## src/common/slsr_cfg.svh

```systemverilog
// Functional notes
// - Lock bits protect only when select is 1
// - Select 0: protect from complement, granularity, field
// - Lock bits volatile, all 1 after reset
// - Unlock accepted only with write latch set
// - Lock byte out on falling edges, MSB first
// - Byte LSB 1 locked, 0 unlocked
// - 7Eh with no address sets all locks
// - 98h with no address clears all locks
// - Global commands need write latch set
// - Instruction bits sampled on rising clock edges
// - Reset needs 66h immediately followed by 99h
// - Other instruction after 66h cancels reset enable
// - Reset restores power-on volatile state
// - Reset takes 30us before normal operation
// - Instructions ignored during reset recovery
`ifndef SLSR_CFG_SVH
`define SLSR_CFG_SVH

// Instruction codes
`define SLSR_OP_WREN      8'h06
`define SLSR_OP_WRDI      8'h04
`define SLSR_OP_LOCK      8'h36
`define SLSR_OP_UNLOCK    8'h39
`define SLSR_OP_RDLOCK    8'h3D
`define SLSR_OP_GLOCK     8'h7E
`define SLSR_OP_GUNLOCK   8'h98
`define SLSR_OP_RSTEN     8'h66
`define SLSR_OP_RST       8'h99

// Frame bit counts
`define SLSR_OPC_BITS     6'h08
`define SLSR_ADDR_BITS    6'h20
`define SLSR_BIT_MAX      6'h3F
`define SLSR_OUT_LSB_POS  3'h7

// Lock array geometry: one lock per 64 KB block
`define SLSR_NUM_LOCKS    32
`define SLSR_IDX_W        5
`define SLSR_IDX_LSB      16
`define SLSR_LOCK_RESET   1'h1

// Block-protect decode sizes
`define SLSR_ARRAY_BYTES  23'h200000
`define SLSR_BLOCK_BYTES  23'h010000
`define SLSR_SECT_BYTES   23'h001000
`define SLSR_SECT_MAX_CODE 3'h5
`define SLSR_SECT_CAP     23'h008000

// Reset recovery time
`define SLSR_T_RST_US     30
`define SLSR_CLK_MHZ      50
`define SLSR_RST_CYCLES   (`SLSR_T_RST_US * `SLSR_CLK_MHZ)
`define SLSR_RCNT_W       11

`endif

```

## src/common/slsr_pkg.sv

```systemverilog
package slsr_pkg;
	typedef enum logic [1:0] {
		SLSR_IDLE,
		SLSR_SHIFT,
		SLSR_OUT,
		SLSR_SKIP
	} slsr_state_t;
endpackage : slsr_pkg

```

## src/rtl/slsr_lock_mem.sv

```systemverilog
`timescale 1ns/1ps
`default_nettype none
`include "slsr_cfg.svh"
module slsr_lock_mem (
	input  wire logic                   clk,
	input  wire logic                   reset_n,
	input  wire logic                   wr_en,
	input  wire logic [`SLSR_IDX_W-1:0] wr_idx,
	input  wire logic                   wr_val,
	input  wire logic                   set_all,
	input  wire logic                   clr_all,
	input  wire logic [`SLSR_IDX_W-1:0] rd_idx_a,
	input  wire logic [`SLSR_IDX_W-1:0] rd_idx_b,
	output logic                        rd_a,
	output logic                        rd_b
);
	logic [`SLSR_NUM_LOCKS-1:0] lock;
	logic [`SLSR_NUM_LOCKS-1:0] next_lock;

	// Per-entry update; global commands beat single writes
	genvar i;
	generate
		for (i = 0; i < `SLSR_NUM_LOCKS; i = i + 1) begin : g_ent
			always_comb begin
				if (set_all) begin
					next_lock[i] = 1'h1;
				end else if (clr_all) begin
					next_lock[i] = 1'h0;
				end else if (wr_en && wr_idx == `SLSR_IDX_W'(i)) begin
					next_lock[i] = wr_val;
				end else begin
					next_lock[i] = lock[i];
				end
			end
			always_ff @(posedge clk or negedge reset_n) begin
				if (!reset_n) begin
					lock[i] <= `SLSR_LOCK_RESET;
				end else begin
					lock[i] <= next_lock[i];
				end
			end
		end
	endgenerate

	// Registered read ports
	always_ff @(posedge clk or negedge reset_n) begin
		if (!reset_n) begin
			rd_a <= `SLSR_LOCK_RESET;
			rd_b <= `SLSR_LOCK_RESET;
		end else begin
			rd_a <= lock[rd_idx_a];
			rd_b <= lock[rd_idx_b];
		end
	end
endmodule : slsr_lock_mem
`default_nettype wire

```

## src/rtl/slsr_top.sv

```systemverilog
`timescale 1ns/1ps
`default_nettype none
`include "slsr_cfg.svh"
module slsr_top
	import slsr_pkg::*;
(
	input  wire logic        CLK,
	input  wire logic        RESET_N,
	input  wire logic        SPI_CS_N,
	input  wire logic        SPI_SCK,
	input  wire logic        SERIAL_INPUT,
	input  wire logic        PER_SECTOR_PROTECT_SELECT,
	input  wire logic        PROTECT_COMPLEMENT,
	input  wire logic        SECTOR_GRANULARITY_SELECT,
	input  wire logic        TOP_BOTTOM_SELECT,
	input  wire logic [2:0]  BLOCK_PROTECT_FIELD,
	input  wire logic [23:0] CHECK_ADDR,
	output logic             SERIAL_OUTPUT,
	output logic             SERIAL_OUTPUT_OE_N,
	output logic             WRITE_LATCH_FLAG,
	output logic             WRITE_PROTECTED,
	output logic             RESET_RECOVERY,
	output logic             VOLATILE_CLEAR
);
	// Pin synchronisers; stage 1 feeds stage 2 only
	logic [2:0] cs_sync;
	logic [2:0] sck_sync;
	logic [1:0] si_sync;
	always_ff @(posedge CLK or negedge RESET_N) begin
		if (!RESET_N) begin
			cs_sync  <= 3'h7;
			sck_sync <= 3'h0;
			si_sync  <= 2'h0;
		end else begin
			cs_sync  <= {cs_sync[1:0], SPI_CS_N};
			sck_sync <= {sck_sync[1:0], SPI_SCK};
			si_sync  <= {si_sync[0], SERIAL_INPUT};
		end
	end

	// Edges judged from stages 2 and 3 only
	logic sck_rise;
	logic sck_fall;
	logic cs_fall;
	logic cs_rise;
	logic cs_low;
	logic si_bit;
	assign sck_rise = sck_sync[1] & ~sck_sync[2];
	assign sck_fall = ~sck_sync[1] & sck_sync[2];
	assign cs_fall  = ~cs_sync[1] & cs_sync[2];
	assign cs_rise  = cs_sync[1] & ~cs_sync[2];
	assign cs_low   = ~cs_sync[1];
	assign si_bit   = si_sync[1];

	// Frame and command state
	slsr_state_t             state;
	slsr_state_t             next_state;
	logic [5:0]              bit_cnt;
	logic [5:0]              next_bit_cnt;
	logic [7:0]              opcode;
	logic [7:0]              next_opcode;
	logic [23:0]             addr_sh;
	logic [23:0]             next_addr_sh;
	logic [2:0]              out_cnt;
	logic [2:0]              next_out_cnt;
	logic                    so;
	logic                    next_so;
	logic                    so_oe_n;
	logic                    next_so_oe_n;
	logic                    wlatch;
	logic                    next_wlatch;
	logic                    rst_en;
	logic                    next_rst_en;
	logic [`SLSR_RCNT_W-1:0] rec_cnt;
	logic [`SLSR_RCNT_W-1:0] next_rec_cnt;
	logic                    recovering;
	logic                    next_recovering;
	logic                    vclr;
	logic                    next_vclr;

	// Lock memory controls
	logic                  mem_wr;
	logic                  mem_val;
	logic                  mem_set_all;
	logic                  mem_clr_all;
	logic                  lock_rd;
	logic                  lock_chk;
	logic [`SLSR_IDX_W-1:0] cmd_idx;
	logic [`SLSR_IDX_W-1:0] chk_idx;
	assign cmd_idx = addr_sh[`SLSR_IDX_LSB +: `SLSR_IDX_W];
	assign chk_idx = CHECK_ADDR[`SLSR_IDX_LSB +: `SLSR_IDX_W];

	slsr_lock_mem u_mem (
		.clk      (CLK),
		.reset_n  (RESET_N),
		.wr_en    (mem_wr),
		.wr_idx   (cmd_idx),
		.wr_val   (mem_val),
		.set_all  (mem_set_all),
		.clr_all  (mem_clr_all),
		.rd_idx_a (cmd_idx),
		.rd_idx_b (chk_idx),
		.rd_a     (lock_rd),
		.rd_b     (lock_chk)
	);

	// Command decode, execution at chip-select release
	always_comb begin
		next_state      = state;
		next_bit_cnt    = bit_cnt;
		next_opcode     = opcode;
		next_addr_sh    = addr_sh;
		next_out_cnt    = out_cnt;
		next_so         = so;
		next_so_oe_n    = so_oe_n;
		next_wlatch     = wlatch;
		next_rst_en     = rst_en;
		next_rec_cnt    = rec_cnt;
		next_recovering = recovering;
		next_vclr       = 1'h0;
		mem_wr          = 1'h0;
		mem_val         = 1'h0;
		mem_set_all     = 1'h0;
		mem_clr_all     = 1'h0;
		if (recovering) begin
			// Whole frames begun in recovery stay ignored
			if (rec_cnt == `SLSR_RCNT_W'(1)) begin
				next_recovering = 1'h0;
			end
			next_rec_cnt = rec_cnt - `SLSR_RCNT_W'(1);
			if (cs_fall) begin
				next_state = SLSR_SKIP;
			end
		end
		if (cs_rise) begin
			next_state   = SLSR_IDLE;
			next_so      = 1'h0;
			next_so_oe_n = 1'h1;
			// Readback frames end in the output state and must cancel too
			if ((state == SLSR_SHIFT || state == SLSR_OUT) && !recovering) begin
				if (bit_cnt >= `SLSR_OPC_BITS) begin
					next_rst_en = 1'h0;
				end
				if (bit_cnt == `SLSR_OPC_BITS) begin
					case (opcode)
						`SLSR_OP_WREN: next_wlatch = 1'h1;
						`SLSR_OP_WRDI: next_wlatch = 1'h0;
						`SLSR_OP_GLOCK: mem_set_all = wlatch;
						`SLSR_OP_GUNLOCK: mem_clr_all = wlatch;
						`SLSR_OP_RSTEN: next_rst_en = 1'h1;
						`SLSR_OP_RST: begin
							if (rst_en) begin
								// Abort: locks to 1, latch off, others told
								mem_set_all     = 1'h1;
								next_wlatch     = 1'h0;
								next_vclr       = 1'h1;
								next_recovering = 1'h1;
								next_rec_cnt    = `SLSR_RCNT_W'(`SLSR_RST_CYCLES);
							end
						end
						default: next_rst_en = 1'h0;
					endcase
				end else if (bit_cnt == `SLSR_ADDR_BITS) begin
					if (opcode == `SLSR_OP_UNLOCK) begin
						mem_wr  = wlatch;
						mem_val = 1'h0;
					end else if (opcode == `SLSR_OP_LOCK) begin
						mem_wr  = wlatch;
						mem_val = 1'h1;
					end
				end
			end
		end else if (cs_fall && !recovering) begin
			next_state   = SLSR_SHIFT;
			next_bit_cnt = 6'h00;
		end else if (cs_low) begin
			case (state)
				SLSR_SHIFT: begin
					if (sck_rise) begin
						next_addr_sh = {addr_sh[22:0], si_bit};
						if (bit_cnt != `SLSR_BIT_MAX) begin
							next_bit_cnt = bit_cnt + 6'h01;
						end
						if (bit_cnt == `SLSR_OPC_BITS - 6'h01) begin
							next_opcode = {addr_sh[6:0], si_bit};
						end
						if (bit_cnt == `SLSR_ADDR_BITS - 6'h01
							&& opcode == `SLSR_OP_RDLOCK) begin
							next_state   = SLSR_OUT;
							next_out_cnt = 3'h0;
						end
					end
				end
				SLSR_OUT: begin
					// Seven zeros, then the lock state; repeats per byte
					if (sck_fall) begin
						next_so_oe_n = 1'h0;
						next_so      = (out_cnt == `SLSR_OUT_LSB_POS) ? lock_rd : 1'h0;
						next_out_cnt = out_cnt + 3'h1;
					end
				end
				SLSR_IDLE: next_state = (recovering && cs_fall) ? SLSR_SKIP : SLSR_IDLE;
				SLSR_SKIP: next_state = SLSR_SKIP;
				default: next_state = SLSR_IDLE;
			endcase
		end
	end

	always_ff @(posedge CLK or negedge RESET_N) begin
		if (!RESET_N) begin
			state      <= SLSR_IDLE;
			bit_cnt    <= 6'h00;
			opcode     <= 8'h00;
			addr_sh    <= 24'h000000;
			out_cnt    <= 3'h0;
			so         <= 1'h0;
			so_oe_n    <= 1'h1;
			wlatch     <= 1'h0;
			rst_en     <= 1'h0;
			rec_cnt    <= `SLSR_RCNT_W'(0);
			recovering <= 1'h0;
			vclr       <= 1'h0;
		end else begin
			state      <= next_state;
			bit_cnt    <= next_bit_cnt;
			opcode     <= next_opcode;
			addr_sh    <= next_addr_sh;
			out_cnt    <= next_out_cnt;
			so         <= next_so;
			so_oe_n    <= next_so_oe_n;
			wlatch     <= next_wlatch;
			rst_en     <= next_rst_en;
			rec_cnt    <= next_rec_cnt;
			recovering <= next_recovering;
			vclr       <= next_vclr;
		end
	end

	// Range protection; sector sizes capped, larger fields alias the cap
	logic [22:0] chk_a;
	logic [22:0] prot_size;
	logic        range_hit;
	logic        next_wp;
	always_comb begin
		chk_a = {2'h0, CHECK_ADDR[20:0]};
		if (SECTOR_GRANULARITY_SELECT) begin
			if (BLOCK_PROTECT_FIELD >= `SLSR_SECT_MAX_CODE) begin
				prot_size = `SLSR_SECT_CAP;
			end else begin
				prot_size = `SLSR_SECT_BYTES << (BLOCK_PROTECT_FIELD - 3'h1);
			end
		end else begin
			prot_size = `SLSR_BLOCK_BYTES << (BLOCK_PROTECT_FIELD - 3'h1);
		end
		if (BLOCK_PROTECT_FIELD == 3'h0) begin
			range_hit = 1'h0;
		end else if (TOP_BOTTOM_SELECT) begin
			range_hit = chk_a < prot_size;
		end else begin
			range_hit = (chk_a + prot_size) >= `SLSR_ARRAY_BYTES;
		end
		if (PER_SECTOR_PROTECT_SELECT) begin
			next_wp = lock_chk;
		end else begin
			next_wp = range_hit ^ PROTECT_COMPLEMENT;
		end
	end

	logic wp;
	always_ff @(posedge CLK or negedge RESET_N) begin
		if (!RESET_N) begin
			wp <= 1'h1;
		end else begin
			wp <= next_wp;
		end
	end

	// Every output straight from a flop
	assign SERIAL_OUTPUT      = so;
	assign SERIAL_OUTPUT_OE_N = so_oe_n;
	assign WRITE_LATCH_FLAG   = wlatch;
	assign WRITE_PROTECTED    = wp;
	assign RESET_RECOVERY     = recovering;
	assign VOLATILE_CLEAR     = vclr;
endmodule : slsr_top
`default_nettype wire

```

## config.mk

```make
export PLATFORM = sky130hd
export DESIGN_NAME = slsr_top
export DESIGN_NICKNAME = d
export VERILOG_FILES = /design/src/common/slsr_pkg.sv /design/src/rtl/slsr_lock_mem.sv /design/src/rtl/slsr_top.sv
export VERILOG_INCLUDE_DIRS = /design/src /design/src/common
export SDC_FILE = /design/constraint.sdc
export NUM_CORES = 1
export LEC_CHECK = 0
export BUFFER_PORTS_ARGS = -buffer_cell sky130_fd_sc_hd__clkbuf_2
export CAP_MARGIN = 25
export CORE_MARGIN = 2
export CORE_UTILIZATION = 25
export CTS_CLUSTER_DIAMETER = 150
export DETAILED_ROUTE_END_ITERATION = 10
export PLACE_DENSITY_LB_ADDON = 0.1
export SLEW_MARGIN = 15
export SYNTH_ARGS = -nofsm -noshare
export SYNTH_HDL_FRONTEND = slang
export SYNTH_SLANG_ARGS = --single-unit
export TNS_END_PERCENT = 20
```

## constraint.sdc

```tcl
create_clock -name CLK -period 2.4 [get_ports CLK]
set_input_delay 0.36 -clock CLK [delete_from_list [all_inputs] [get_ports CLK]]
set_output_delay 0.36 -clock CLK [all_outputs]
set_load 0.02 [all_outputs]
```

==> impl_metrics.json, run 1 <==
{
  "crit_path_end": "u_mem.lock[17]",
  "holdWs_ps": 89.3,
  "cts_buffers": 9,
  "cts_sinks": 100,
  "synth.distinct_cells": 59,
  "finalHoldViolCount": 0,
  "fp.dieArea_sq_mm": 0.0246,
  "synth_area_leaders": "dfrtp_1, dfstp_2, mux2_2",
  "ys_seq_area_frac": 0.437,
  "drv_slew": 0,
  "die_w_um": 157,
  "gp_congestion": 0.723,
  "pre_cts_ws_ps": -71.8,
  "crit_fanout": 16,
  "cp_cell_sequence": "inv_2 > ha_4 > nor4bb_4 > and2_1 > and3_4 > and2_2 > a311o_2 > buf_12 > mux2_2",
  "max_freq_mhz": 434,
  "p_per_area_mw_per_mm2": 494,
  "finClkSkew_ps": 9.77,
  "cts_tree": "yes",
  "dp_hpwl_mm": 10.0,
  "status": "finished, final reports clean",
  "synth_nets": 626,
  "nNetsFinal": 682,
  "placed_area_sq_mm": 0.00656,
  "timing.final.crit_share": 0.960,
  "cp_num_cells": 9,
  "instances_no_fill": 933,
  "die_h_um": 157,
  "clockPowerShare": 0.422,
  "via_per_inst": 4.59,
  "area_growth_pct": 19.0,
  "std_cell_rows": 55,
  "ant_nets": 0,
  "seqPwrFrac": 0.506,
  "io_buffers": 26,
  "worstSetupPathType": "flip-flop to flip-flop",
  "core_sq_mm": 0.0228,
  "cp.buffers_inverters": 2,
  "worstSkewPairLatency_ps": 350,
  "cts_max_path_buffers": 2,
  "yosysWarnings": 0,
  "fillerInstances": 2385,
  "finalSetupViolCount": 0,
  "fin_tns_setup_ps": 0,
  "intPower_mw": 2.62,
  "postLayoutCoreUtil": 0.305,
  "period_minus_slack_ps": 2300,
  "crit_slowest_cell": "dfrtp_1",
  "startpoint": "state[0]",
  "ys_top_cells_by_count": "nand2_1, dfrtp_1, mux2_2",
  "synth_flop_cell": "dfrtp_1",
  "timing.rr.start": "state[0]",
  "relSlewSlack": 0.543,
  "crit_family": "simple AND/OR/NAND/NOR gates",
  "comb_power_share": 0.072,
  "yosys.area.top_type": "dfrtp_1",
  "ir_drop_uv": 313,
  "yosysTopAreaCellShare": 0.262,
  "power_switching_mw": 0.815,
  "fin_area_sq_mm": 0.00694,
  "avgSynthCellArea_sq_um": 10.4,
  "reg2reg_depth": 9,
  "ys_ff_latch": 100,
  "maxCapViolations": 0,
  "antennaDiodeCount": 0,
  "drt-wirelength-per-cell_um": 15.9,
  "start_util": 0.256,
  "h-tree-depth": 3,
  "endpoint_kind": "flip-flop",
  "worst_pin_slew_ps": 686,
  "synth_edf_count": 0,
  "p_leak_nw": 3.15,
  "first_global_vias": 4469,
  "grt_pass1_wl_mm": 23.8,
  "ios": 42,
  "critPathRequiredTime_ps": 2670,
  "finalWorstSetupSlack_ps": 96.8,
  "reg2reg_slack_ps": 100,
  "clk_pin_slew_ps": 70,
  "vias": 4287,
  "max_stage_delay_ps": 400,
  "syn_area_sq_mm": 0.00583,
  "drive_gt1_frac": 0.332,
  "min_path_type": "primary input to flip-flop",
  "synthCells": 560,
  "dp.cells": 914,
  "fin_total_pwr_mw": 3.43,
  "antenna_found_initial": 0,
  "wl_mm": 14.8,
  "grt_max_degree": 55,
  "cp-start-kind": "flip-flop",
  "async_flop_share": 1.00,
  "worstPathArrival_ps": 2570,
  "overflow": 0,
  "drcViolationCount": 0,
  "grt.total_usage": 0.124,
  "p_sw_frac": 0.238,
  "reg2reg_to": "u_mem.lock[17]",
  "dr.pass1.iters": 4,
  "yosysMostFrequentCell": "nand2_1",
  "clockRootBuffer": "clkbuf_16",
  "drt_first_iter_violations": 177
}
[how the worst min path moves through the flow]
stage / startpoint / end / slack [ps] / cells after the start
global placement: RESET_N / rec_cnt[2] / 270 / 1
detailed placement: RESET_N / rec_cnt[10] / 280 / 1
global route: SPI_CS_N / cs_sync[0] / 70 / 1
finish: SPI_CS_N / cs_sync[0] / 90 / 1
CTS: SPI_CS_N / cs_sync[0] / 70 / 1
floorplan: RESET_N / RESET_RECOVERY / 60 / 0
[cells in the final DEF (no fill, tap or decap), types with 6 or more instances in the layout]
master,netlist,final
nand2_1,101,101
dfrtp_1,61,61
mux2_2,44,44
buf_4,0,42
dfstp_2,39,39
nor2_1,32,32
ha_1,29,28
o21ai_0,25,25
clkbuf_2,2,25
a21oi_1,24,24
inv_1,25,23
mux4_2,20,20
nor3_1,14,14
xor2_1,9,9
nor2b_1,9,9
clkbuf_16,0,9
nand4_1,7,7
nand3_1,7,7
nand3b_1,6,6
[kinds of logic after synthesis]
group / count (synthesis) / share of synthesized area
fa+ha+maj: 30 / 0.0656
flops: 100 / 0.437
xor+xnor: 14 / 0.0210
mux: 66 / 0.166
compound gates: 74 / 0.0783
buf+inv: 53 / 0.0405
simple gates: 223 / 0.192
[flip-flops by register name (all words and copies together), names as in the netlist, 3 cells and up]
register    count
out_cnt         3
u_mem.lock     32
addr_sh        21
sck_sync        3
opcode          8
rec_cnt        11
bit_cnt         6
cs_sync         3
[power by group through the flow]
stage	registers (mW)	logic, mW	clock network [mW]
floorplan	1.76	0.116	0
global placement	1.76	0.239	0
detailed placement	1.76	0.241	0
CTS	1.73	0.245	1.51
global route	1.74	0.283	1.58
finish	1.73	0.248	1.45
[layer usage]
layer	global-route usage	up-vias	part of all wire
li1	-	2084	-
met1	0.166	2140	0.48
met2	0.200	49	0.47
met3	0.0188	14	0.028
met4	0.0481	0	0.018
met5	0	-	0
[final cells by class]
type                       instances  area (sq um)  share of cell area
sequential                       100          2550               0.367
timing repair buffer              71           510              0.0735
clock inverter                     5          53.8             0.00775
multi-input combinational        409          3110               0.448
inverter                          25          93.8              0.0135
clock buffer                      10           229              0.0330
tap                              313           392              0.0564
[timing repair]
action / 4_1_cts / 5_1_grt
pin swaps: 0 / 3
endpoints found under the hold margin: 14 / 0
gates cloned: 0 / 2
setup buffers: 0 / 1
hold buffers: 1 / 0
gates resized for setup: 1 / 7
setup endpoints to repair: 32 / 33
Note: power is estimated with default switching activity, not from simulation.
==> run 2, diff against run 1 <==
--- a/config.mk
+++ b/config.mk
@@ -13,6 +13,7 @@
 export CTS_CLUSTER_DIAMETER = 150
 export DETAILED_ROUTE_END_ITERATION = 10
 export PLACE_DENSITY_LB_ADDON = 0.1
+export REMOVE_ABC_BUFFERS = 1
 export SLEW_MARGIN = 15
 export SYNTH_ARGS = -nofsm -noshare
 export SYNTH_HDL_FRONTEND = slang
==> run 2 against run 1 <==
Net effect:
- non-clock buffer count unchanged
- clock skew increased by 7.9 ps
- worst hold slack got worse by 3.1 ps
- register-to-register slack improved by 40 ps
- sequential power about the same
- final area increased by 0.34%
- combinational power about the same
- sequential cell count unchanged
- global-route usage decreased by 0.21 points
- critical path type unchanged
==> impl_metrics.json, run 2 (synthesis results as in run 1) <==
{
  "crit_fanout": 32,
  "cts_buffers": 9,
  "reg2reg_slack_ps": 130,
  "cp-start-kind": "flip-flop",
  "fin_area_sq_mm": 0.00697,
  "ios": 42,
  "drt-wirelength-per-cell_um": 14.8,
  "pre_cts_ws_ps": -161,
  "io_buffers": 26,
  "grt_pass1_wl_mm": 23.2,
  "first_global_vias": 4316,
  "min_path_type": "primary input to flip-flop",
  "finalWorstSetupSlack_ps": 134,
  "drt_first_iter_violations": 248,
  "critPathRequiredTime_ps": 2670,
  "overflow": 0,
  "dr.pass1.iters": 4,
  "regArea_sq_mm": 0.00255,
  "drive_gt1_frac": 0.341,
  "worst_pin_slew_ps": 676,
  "vias": 4197,
  "clockRootBuffer": "clkbuf_16",
  "nNetsFinal": 680,
  "cts_sinks": 100,
  "fillerInstances": 2374,
  "core_sq_mm": 0.0228,
  "area_growth_pct": 19.4,
  "top_register": "u_mem.lock",
  "via_per_inst": 4.50,
  "worstSkewPairLatency_ps": 360,
  "gp_congestion": 0.763,
  "largest_reg_flops": 32,
  "drv_slew": 0,
  "antenna_found_initial": 0,
  "drcViolationCount": 0,
  "die_h_um": 157,
  "ir_drop_uv": 296,
  "finalHoldViolCount": 0,
  "timing.final.crit_share": 0.944,
  "die_w_um": 157,
  "grt_max_degree": 46,
  "antennaDiodeCount": 0,
  "wl_mm": 13.8,
  "fp.dieArea_sq_mm": 0.0246,
  "relSlewSlack": 0.549,
  "period_minus_slack_ps": 2270,
  "finalSetupViolCount": 0,
  "clk_pin_slew_ps": 80,
  "layout_commonest_cell": "nand2_1",
  "fin_total_pwr_mw": 3.55,
  "multi_input_area_sq_mm": 0.00311,
  "ant_nets": 0,
  "cts_max_path_buffers": 2,
  "h-tree-depth": 3,
  "status": "finished, final reports clean",
  "dp_hpwl_mm": 9.74,
  "cts_tree": "yes",
  "placed_area_sq_mm": 0.00656,
  "grt.total_usage": 0.121,
  "final_cell_mix": "nand2_1, dfrtp_1, mux2_2, buf_4, dfstp_2",
  "max_freq_mhz": 441,
  "p_leak_nw": 3.17,
  "worstSetupPathType": "flip-flop to flip-flop",
  "maxCapViolations": 0,
  "finClkSkew_ps": 17.7,
  "std_cell_rows": 55,
  "p_per_area_mw_per_mm2": 509,
  "start_util": 0.256,
  "reg_top3": "u_mem.lock x32, addr_sh x21, rec_cnt x11",
  "worstPathArrival_ps": 2540,
  "endpoint_kind": "flip-flop"
}
run 2: cell types whose count changed in the layout (fill, tap and decap cells not counted), sizes merged:
| cell | delta |
|---|---|
| a311o | -2 |
| inv | +4 |
| clkinv | -2 |
| clkinvlp | -1 |
run 2: stage by stage:
stage / std cells / utilization / setup TNS, ps / hold slack [ps]
finish: 932 / 0.306 / 0 / 86.1
global route: 932 / 0.306 / -9.45 / 59.7
CTS: 930 / 0.303 / 0 / 65.1
detailed placement: 913 / 0.288 / -2000 / 340
global placement: 913 / 0.288 / -776 / 337
floorplan: 532 / - / -2090 / 64.4
run 2: layer usage:
metal / share of wire / GRT usage / routed length (um)
met1: 0.49 / 0.160 / 6710
met2: 0.48 / 0.202 / 6580
met3: 0.026 / 0.0246 / 358
met4: 0.012 / 0.0341 / 163
met5: 0 / 0 / 0
run 2: cell type report:
class	instances	area share
inverters	25	0.0135
multi-input cells	407	0.446
flip-flops and latches	100	0.366
repair buffers	71	0.0726
clock buffers	10	0.0343
clock inverters	6	0.0111
well taps	313	0.0562
run 2: worst max-delay path, stage by stage (launching register included):
cell and delay (ps):
dfrtp_1 380, inv_1 100, ha_4 210, nor4bb_4 160
and2_1 170, and3_4 190, and2_1 160, a311o_4 480
mux2_2 320
run 2: final timing paths:
check / start / endpoint / cells past startpoint
min in group asynchronous: RESET_N / rec_cnt[10] / 2
max: state[1] / u_mem.lock[21] / 8
min reg2reg: si_sync[0] / si_sync[1] / 0
max in group asynchronous: RESET_N / u_mem.lock[3] / 3
min: SPI_CS_N / cs_sync[0] / 1
max reg2reg: state[1] / u_mem.lock[21] / 8
run 2: what timing repair did:
action / in CTS / in global routing
pin swaps: 0 / 3
hold endpoints to repair: 21 / 0
setup buffers: 0 / 2
endpoints found under the setup margin: 33 / 25
hold buffers: 1 / 0
cloned: 0 / 0
resized for setup: 2 / 28
run 2: where the power goes:
part | switching [mW] | total (mW) | internal (mW)
logic | 0.147 | 0.246 | 0.0993
clock network | 0.704 | 1.56 | 0.860
registers | 0.0182 | 1.73 | 1.72
total | 0.869 | 3.55 | 2.68
